`src/core/iqs_defs.vh`:
```
// iqs_defs.vh: constants for the instruction queue and its status output
// assumes: included by bare name from core design files
`ifndef IQS_DEFS_VH
`define IQS_DEFS_VH
// movement codes, shown while the bus phase clock is low, captured at its rise
`define IQS_MV_NONE 2'h0
`define IQS_MV_LATCH 2'h1
`define IQS_MV_ADV_BUS 2'h2
`define IQS_MV_ADV_LATCH 2'h3
// execution start codes, shown while the bus phase clock is high, captured at its fall
`define IQS_EX_NONE 2'h0
`define IQS_EX_INT 2'h1
`define IQS_EX_EVEN 2'h2
`define IQS_EX_ODD 2'h3
// queue geometry
`define IQS_WORD_W 16
`define IQS_MIN_BYTES 3
// bus phase clock divider: half period in core clocks
`define IQS_HALF_CYC 4'h2
`endif

```
`src/core/iqs_phase.v`:
```
// iqs_phase.v: bus phase clock generator for the queue tracker
// assumes: single core clock, asynchronous active low reset
`timescale 1ns/1ps
`include "iqs_defs.vh"
module iqs_phase #(
  parameter [3:0] HALF = `IQS_HALF_CYC
)(
  // clock and reset
  input wire i_clk,
  input wire i_rstn,
  // phase outputs
  output reg o_phase,
  output wire o_rise,
  output wire o_fall
);
  reg [3:0] cnt_q;
  wire wrap;
  assign wrap = (cnt_q == HALF - 4'h1);
  // pulses one core clock before the phase clock edge they name
  assign o_rise = wrap & ~o_phase;
  assign o_fall = wrap & o_phase;
  always @(posedge i_clk or negedge i_rstn)
  begin
    if (!i_rstn)
    begin
      cnt_q <= 4'h0;
      o_phase <= 1'b0;
    end
    else if (wrap)
    begin
      cnt_q <= 4'h0;
      o_phase <= ~o_phase;
    end
    else
    begin
      cnt_q <= cnt_q + 4'h1;
    end
  end
endmodule // iqs_phase

```
`src/core/iqs_queue.v`:
```
// iqs_queue.v: two stage instruction prefetch queue with holding latch
// and time multiplexed two bit queue status output
// assumes: one core clock; fetch data and the core's requests arrive on that clock
//
// What this block does
// - execution only starts when at least three bytes of fetched program are in the queue.
// - a new start is refused until the core signals that the current instruction has finished.
// - the status output carries movement while the phase clock is low and start while it is high.
// - movement codes are 0 none, 1 latch from bus, 2 advance and load bus, 3 advance and load latch.
// - start codes are 0 none, 1 interrupt sequence, 2 even instruction, 3 odd instruction.
// - a movement code seen at a rising edge describes bus data present at the previous falling edge.
// - a start code seen at a falling edge describes the bus cycle starting at that falling edge.
// - the queue is two 16-bit stages with a holding latch feeding the first stage.
// - advancing moves stage one into stage two and loads stage one from the latch or the bus.
// - an even start executes the high byte of stage two, an odd start its low byte.
`timescale 1ns/1ps
`include "iqs_defs.vh"
module iqs_queue #(
  parameter W = `IQS_WORD_W
)(
  // clock and reset
  input wire i_clk,
  input wire i_rstn,
  // program fetch data bus
  input wire [W-1:0] i_fetch_data,
  input wire i_fetch_valid,
  // core requests
  input wire i_instr_done,
  input wire i_want_int,
  input wire i_consume_word,
  // status pins
  output reg o_bus_phase_clock,
  output reg [1:0] o_queue_status,
  // core view
  output reg [7:0] o_opcode,
  output reg o_opcode_valid,
  output reg o_busy
);
  wire phase;
  wire rise_nxt;
  wire fall_nxt;
  reg [W-1:0] st1_q;
  reg [W-1:0] st2_q;
  reg [W-1:0] lat_q;
  reg st1_v_q;
  reg st2_v_q;
  reg lat_v_q;
  reg odd_q;
  reg [W-1:0] bus_q;
  reg bus_v_q;
  reg [1:0] mv_q;
  reg [1:0] ex_q;
  reg [1:0] mv_d;
  reg [1:0] ex_d;
  reg run_q;

  iqs_phase u_phase (
    .i_clk(i_clk),
    .i_rstn(i_rstn),
    .o_phase(phase),
    .o_rise(rise_nxt),
    .o_fall(fall_nxt)
  );

  // bytes available to the core from the second stage onward
  function [2:0] avail_bytes;
    input v2;
    input v1;
    input odd;
    begin
      avail_bytes = (v2 ? (odd ? 3'h1 : 3'h2) : 3'h0) + (v1 ? 3'h2 : 3'h0);
    end
  endfunction

  wire [2:0] avail;
  wire can_adv;
  assign avail = avail_bytes(st2_v_q, st1_v_q, odd_q);
  // room for stage one to shift down: stage two used up or empty
  assign can_adv = st1_v_q & (~st2_v_q | i_consume_word);

  // movement decision, made on the falling phase edge for the data on the bus then
  always @*
  begin
    mv_d = `IQS_MV_NONE;
    if (bus_v_q)
    begin
      if (can_adv | ~st1_v_q)
        mv_d = lat_v_q ? `IQS_MV_ADV_LATCH : `IQS_MV_ADV_BUS;
      else if (!lat_v_q)
        mv_d = `IQS_MV_LATCH;
    end
    else if (lat_v_q & (can_adv | ~st1_v_q))
      mv_d = `IQS_MV_ADV_LATCH;
  end

  // start decision for the bus cycle that begins at this falling edge
  always @*
  begin
    ex_d = `IQS_EX_NONE;
    if (~run_q | i_instr_done)
    begin
      if (avail >= `IQS_MIN_BYTES)
      begin
        if (i_want_int)
          ex_d = `IQS_EX_INT;
        else
          ex_d = odd_q ? `IQS_EX_ODD : `IQS_EX_EVEN;
      end
    end
  end

  always @(posedge i_clk or negedge i_rstn)
  begin
    if (!i_rstn)
    begin
      st1_q <= {W{1'b0}};
      st2_q <= {W{1'b0}};
      lat_q <= {W{1'b0}};
      bus_q <= {W{1'b0}};
      st1_v_q <= 1'b0;
      st2_v_q <= 1'b0;
      lat_v_q <= 1'b0;
      bus_v_q <= 1'b0;
      odd_q <= 1'b0;
      mv_q <= `IQS_MV_NONE;
      ex_q <= `IQS_EX_NONE;
      run_q <= 1'b0;
      o_bus_phase_clock <= 1'b0;
      o_queue_status <= 2'h0;
      o_opcode <= 8'h00;
      o_opcode_valid <= 1'b0;
      o_busy <= 1'b0;
    end
    else
    begin
      o_bus_phase_clock <= phase;
      o_opcode_valid <= 1'b0;
      if (i_fetch_valid)
      begin
        bus_q <= i_fetch_data;
        bus_v_q <= 1'b1;
      end
      if (fall_nxt)
      begin
        // phase goes low: apply the movement for the data on the bus now
        mv_q <= mv_d;
        ex_q <= ex_d;
        o_queue_status <= ex_d;
        bus_v_q <= i_fetch_valid;
        case (mv_d)
          `IQS_MV_LATCH:
          begin
            lat_q <= bus_q;
            lat_v_q <= 1'b1;
          end
          `IQS_MV_ADV_BUS:
          begin
            st2_q <= st1_q;
            st2_v_q <= st1_v_q;
            st1_q <= bus_q;
            st1_v_q <= 1'b1;
          end
          `IQS_MV_ADV_LATCH:
          begin
            st2_q <= st1_q;
            st2_v_q <= st1_v_q;
            st1_q <= lat_q;
            st1_v_q <= 1'b1;
            lat_q <= bus_q;
            lat_v_q <= bus_v_q;
          end
          default:
          begin
            if (i_consume_word)
              st2_v_q <= 1'b0;
          end
        endcase
        if (ex_d != `IQS_EX_NONE)
        begin
          run_q <= 1'b1;
          o_busy <= 1'b1;
          o_opcode_valid <= 1'b1;
          o_opcode <= odd_q ? st2_q[7:0] : st2_q[W-1:W-8];
          if (ex_d != `IQS_EX_INT)
            odd_q <= ~odd_q;
        end
        else if (i_instr_done)
        begin
          run_q <= 1'b0;
          o_busy <= 1'b0;
        end
      end
      else if (rise_nxt)
      begin
        // phase goes high: show the movement made for the last falling edge
        o_queue_status <= mv_q;
      end
    end
  end
endmodule // iqs_queue
```
`config.mk`:
```
export PLATFORM = sky130hd
export DESIGN_NAME = iqs_queue
export DESIGN_NICKNAME = d
export VERILOG_FILES = /design/src/core/iqs_phase.v /design/src/core/iqs_queue.v
export VERILOG_INCLUDE_DIRS = /design/src /design/src/core
export SDC_FILE = /design/constraint.sdc
export NUM_CORES = 1
export LEC_CHECK = 0
export ABC_AREA = 1
export BUFFER_PORTS_ARGS = -buffer_cell sky130_fd_sc_hd__buf_2
export CORE_MARGIN = 10
export CORE_UTILIZATION = 60
export CTS_BUF_LIST = sky130_fd_sc_hd__clkbuf_4
export DETAILED_ROUTE_END_ITERATION = 8
export PLACE_DENSITY = 0.78
export SYNTH_ARGS = -nofsm -noshare
export SYNTH_HDL_FRONTEND = slang
export SYNTH_SLANG_ARGS = --single-unit
```
`constraint.sdc`:
```
create_clock -name i_clk -period 2.4 [get_ports i_clk]
set_input_delay 0.48 -clock i_clk [delete_from_list [all_inputs] [get_ports i_clk]]
set_output_delay 0.48 -clock i_clk [all_outputs]
set_load 0.01 [all_outputs]
```
# Word level (Yosys, flattened, before mapping)

Cells that the tools add are included.

Register bits after elaboration: 89
Input port bits: 22
Output and inout bits: 13
Word-level logic and storage cells: 81

Add/sub/neg operators: 2
Order comparisons: 1
Equal/unequal tests: 5
Mux-type cells: 26
Bitwise operators: 13
Reduce and logical (&&, ||, !) cells: 17

Operators by type and width:

| operator              | count |
|---|---|
| $pmux W16 S2          | 1 |
| $mux W2               | 11 |
| $reduce_bool A2 Y1    | 7 |
| $reduce_and A2 Y1     | 6 |
| $mux W1               | 10 |
| $mux W8               | 1 |
| $not A1 Y1            | 6 |
| $reduce_and A3 Y1     | 2 |
| $add A4 B1 Y4 const B | 1 |
| $and A1 B1 Y1         | 4 |
| $eq A2 B2 Y1 const B  | 2 |
| $eq A4 B1 Y1 const B  | 1 |
| $mux W4               | 1 |
| $pmux W1 S2           | 2 |
| $reduce_or A2 Y1      | 2 |
| $add A2 B2 Y3         | 1 |
| $ge A3 B2 Y1 const B  | 1 |
| $or A1 B1 Y1          | 3 |
| $eq A2 B1 Y1 const B  | 1 |
| $ne A2 B1 Y1 const B  | 1 |

# Longest topological paths before layout

Depth in word-level cells: 11
Depth in mapped cells: 11
Depth with buffers taken out: 10

# Hierarchy

A second synthesis with hierarchy kept.

Cells, all modules: 456
Area total of the unflattened synthesis: 3854.9 µm²

Modules (own cells, without submodules):

| module    | times used | cells each | area an instance (µm²) | sequential area each (µm²) |
|---|---|---|---|---|
| iqs_queue | 1          | 430        | 3632.2                 | 2102.0 |
| iqs_phase | 1          | 26         | 222.7                  | 125.1 |

# Least setup slack after synthesis

No wires, ideal clock.

Path type: reg-to-reg
Start: register odd_q
End: register o_opcode[0]
Library setup time: 117 ps
Arrival: 1681 ps
Data required time: 2283 ps
Setup slack: 602 ps
Cell stages (with the launch flop): 12
Path buffers: 2
Clock period less this slack: 1798 ps
Cells stage by stage: dfrtp_1 > buf_2 > clkbuf_1 > nor2_1 > ha_1 > nand3_1 > nand2_1 > nand3_1 > nand2_2 > nand2_2 > nand2_1 > nand2_1

Cells in the longest elaborated chain, start to end: 8
Elaborated cells between the ends (all ways): 11
Classes of those cells: add/sub (1); order compare (1); mux (7); reduce/logical (2)

RTL lines:

| element                             | RTL line        | text |
|---|---|---|
| from (decl)                         | iqs_queue.v:48  | `reg odd_q;` |
| from (signal assigned)              | iqs_queue.v:185 | `odd_q <= ~odd_q;` |
| $mux W2 (2 in a row)                | iqs_queue.v:71  | `avail_bytes = (v2 ? (odd ? 3'h1 : 3'h2) : 3'h0) + (v1 ? 3'h2 : 3'h0);` |
| $add A2 B2 Y3                       | iqs_queue.v:71  |  |
| $ge A3 B2 Y1 (no source line)       | -               |  |
| $mux W2                             | iqs_queue.v:102 | `` if (avail >= `IQS_MIN_BYTES) `` |
| $mux W2                             | iqs_queue.v:100 | `if (~run_q \| i_instr_done)` |
| $reduce_bool A2 Y1 (no source line) | -               |  |
| $reduce_and A2 Y1 (no source line)  | -               |  |
| to (signal assigned)                | iqs_queue.v:183 | `o_opcode <= odd_q ? st2_q[7:0] : st2_q[W-1:W-8];` |
| to (decl)                           | iqs_queue.v:35  | `output reg [7:0] o_opcode,` |

Several ways; a longest one is shown, not always the timed one.
A chain may end at the register's enable or synchronous reset.

# Worst setup path after layout

Start: register u_phase.cnt_q[3]
End: register lat_q[1]

Cells in the longest elaborated chain, start to end: 3

RTL lines:

| element                            | RTL line        | text |
|---|---|---|
| from (decl)                        | iqs_phase.v:16  | `reg [3:0] cnt_q;` |
| from (signal assigned)             | iqs_phase.v:36  | `cnt_q <= cnt_q + 4'h1;` |
| $eq A4 B1 Y1                       | iqs_phase.v:18  | `assign wrap = (cnt_q == HALF - 4'h1);` |
| $and A1 B1 Y1                      | iqs_phase.v:21  | `assign o_fall = wrap & o_phase;` |
| $reduce_and A2 Y1 (no source line) | -               |  |
| to (signal assigned)               | iqs_queue.v:118 | `lat_q <= {W{1'b0}};` |
| to (signal assigned)               | iqs_queue.v:153 | `lat_q <= bus_q;` |
| to (signal assigned)               | iqs_queue.v:169 | `lat_q <= bus_q;` |
| to (decl)                          | iqs_queue.v:44  | `reg [W-1:0] lat_q;` |

No other way between the ends.

==> key figures <==
Final layout
  – Area growth syn-to-layout: 7.62%
  – Ant diodes: 0
  – Fill cells: 546
  – Final instance area: 4170 um2
  – Nets: 502
  – Commonest non-fill, non-tap cell in the layout: nand2_1
  – Share of layout cells above drive strength 1: 14.3%
  – Commonest cells after routing, fill and taps aside: 187 x nand2_1, 89 x dfrtp_1, 37 x inv_1
  – Reg area: 2230 um2
  – Area of the multi-input gates: 1360 um2

Placed design
  – PortBufs: 34
  – Hpwl dp: 4840 um
  – GP Congestion: 0.785
  – DP Area: 4040 um2

Power
  – Int Pwr: 2.35 mW
  – Comb pwr share: 21.9%
  – Psw: 1.08 mW
  – Peak supply drop: 0.471 mV
  – Leakage: 2.25 nW
  – Power Dens Cells: 824 nW/um2
  – Clock power frac: 20.7%
  – Sw Share: 31.5%
  – Sequential share of power: 57.4%

Clock network
  – CTS Root Cell: clkbuf_4
  – TritonCTS clock tree: yes
  – TritonCTS Buffers: 9
  – Clock Latency Late Sink: 420 ps
  – Clock sink count: 89
  – Htree depth: 3
  – Clk buf depth: 2
  – Clk slew on worst S/H paths: 130 ps
  – Total setup buffers inserted after CTS: 0

Setup path
  – CP arrival: 2160 ps
  – Crit-path max FO: 34
  – Kind of critical path: reg -> reg
  – Worst Setup Start Kind: flop
  – Worst Setup End Kind: flop
  – Req. time, crit path: 2700 ps

Timing
  – Fmax: 0.536 GHz
  – Max-slew headroom: 60.7%
  – Max-slew violation count: 0
  – Final setup fails: 0
  – RSZ-0062 raised after global routing: false
  – Post-route clock period utilization: 77.8%
  – Minimum clock period: 1870 ps
  – Worst-Margin Slew: 588 ps
  – TNS Setup: 0 ps
  – Setup Skew: 13.1 ps
  – Hold Violations, Final: 0

Logic synthesis
  – Synthesized Nets: 472
  – Sequential-to-total area share from yosys stat: 57.5%
  – Synth top area share: 57.5%
  – Top post-synthesis cells by area: dfrtp_1 57%, nand2_1 18%, o21ai_0 4.4%
  – #FFs+latches synth: 89
  – Netlist Area Pre-Place: 3870 um2
  – Mapped Cells: 448
  – Yosys cell types: 28
  – Synth warn: 0
  – Syn Area/Cell: 8.65 um2
  – Cell taking the most area after synthesis: dfrtp_1

Routing
  – Vias per std cell: 5.00
  – DRT antenna net count: 0
  – Routed via count: 2798
  – # DRC: 0
  – Iteration-0 DRC Markers: 95
  – Avg WL per Cell: 12.0 um
  – DRT Pass-1 Iters: 4
  – Drt total wl: 6720 um

Global routing
  – Pin count of the biggest net entering global routing: 54
  – Vias in the first global route: 2786
  – Remaining global-route overflow: 0
  – Initial antenna violation count: 0
  – GRT Util Overall: 14.8%
  – First-pass GRT wire length: 12300 um

Die
  – Initial Util: 61.4%
  – DIE WIDTH: 100 um
  – Core area: 6310 um2
  – Die Ht: 100 um
  – Row count: 29
  – Io pins: 35
  – Die area: 10100 um2

Worst hold path
  – Hold Path Class: in -> reg

Outcome
  – Status: finished clean

Flow run
  – Number of max-cap violations: 0
layer usage:
layer / share of wire, % / GRT usage, %
met3: 5.2 / 4.40
met1: 50 / 19.2
met2: 44 / 22.3
met4: 1.2 / 6.52
met5: 0 / 0
state kept, by name, summed over array words and instances (netlist names), 2 cells and up:
register	count
st1_q	16
bus_q	16
u_phase.cnt_q	4
lat_q	16
o_queue_status	2
mv_q	2
o_opcode	8
st2_q	16
worst max-delay path, cell delays in order, from the launching register on:
cell and delay [ps]:
dfrtp_1 430, nor2_2 190, nand3_4 180, inv_2 260, nand2_2 400, nand2_1 180, o21ai_1 80
stage by stage:
stage               cells  total power, mW  hold slack [ps]  util, %  setup slack [ps]
floorplan             448             2.51              184        -               602
global placement      543             2.73              449     64.1               405
detailed placement    543             2.77              453     64.1               356
CTS                   560             3.48              223     66.0               509
global route          560             3.71              223     66.0               329
finish                560             3.44              253     66.0               533
cell families after synthesis:
family	after synthesis	synth area share (%)
xor+xnor	1	0.226
simple gates	236	25.8
fa+ha+maj	2	0.646
compound gates	61	8.40
flops	89	57.5
buf+inv	59	7.40
cells in the mapped netlist:
cell and instances:
nand2_1 187, inv_2 2, nand4_4 1, nor2_8 1, clkbuf_1 4, o21ai_0 34
nor2_4 1, buf_2 5, a21oi_4 1, o21bai_1 1, nor2_1 8, dfrtp_1 89
ha_1 2, a21o_1 1, inv_4 1, nand2_4 1, nand3_1 30, inv_1 37
a21oi_1 6, or2_2 1, nand3_4 1, buf_6 5, nand2_2 3, xnor2_1 1
buf_4 5, nor2_2 2, o21ai_2 1, o21ai_1 17
path summary, 6_finish.rpt:
check	startpoint	slack, ps	to	depth (start not counted)
setup / recovery	u_phase.cnt_q[3]	530	lat_q[1]	6
hold / removal	i_fetch_data[6]	250	bus_q[6]	3
setup reg to reg	u_phase.cnt_q[3]	530	lat_q[1]	6
hold reg to reg	o_opcode[4]	480	o_opcode[4]	2
max in group asynchronous	i_rstn	1240	st2_q[13]	3
min in group asynchronous	i_rstn	530	o_bus_phase_clock	2
power by group through the flow:
stage	combinational, mW	sequential, mW	clock, mW
2_1_floorplan	0.511	2.00	0
4_1_cts	0.767	1.97	0.741
3_5_place_dp	0.763	2.00	0
3_3_place_gp	0.739	1.99	0
6_report	0.751	1.97	0.711
5_1_grt	0.905	2.01	0.800
area by class of cell:
| type | instances | area share, % |
|---|---|---|
| inverter | 40 | 3.66 |
| tap | 77 | 2.31 |
| timing repair buffer | 38 | 5.22 |
| sequential | 89 | 53.4 |
| multi-input combinational | 300 | 32.6 |
| clock buffer | 13 | 2.34 |
| clock inverter | 3 | 0.420 |
timing repair:
item / CTS / global route
resized for setup: 0 / 0
hold buffers: 1 / 0
endpoints found under the setup margin: 0 / 0
hold endpoints to repair: 16 / 0
No activity file was read; power rests on OpenSTA's default activity.
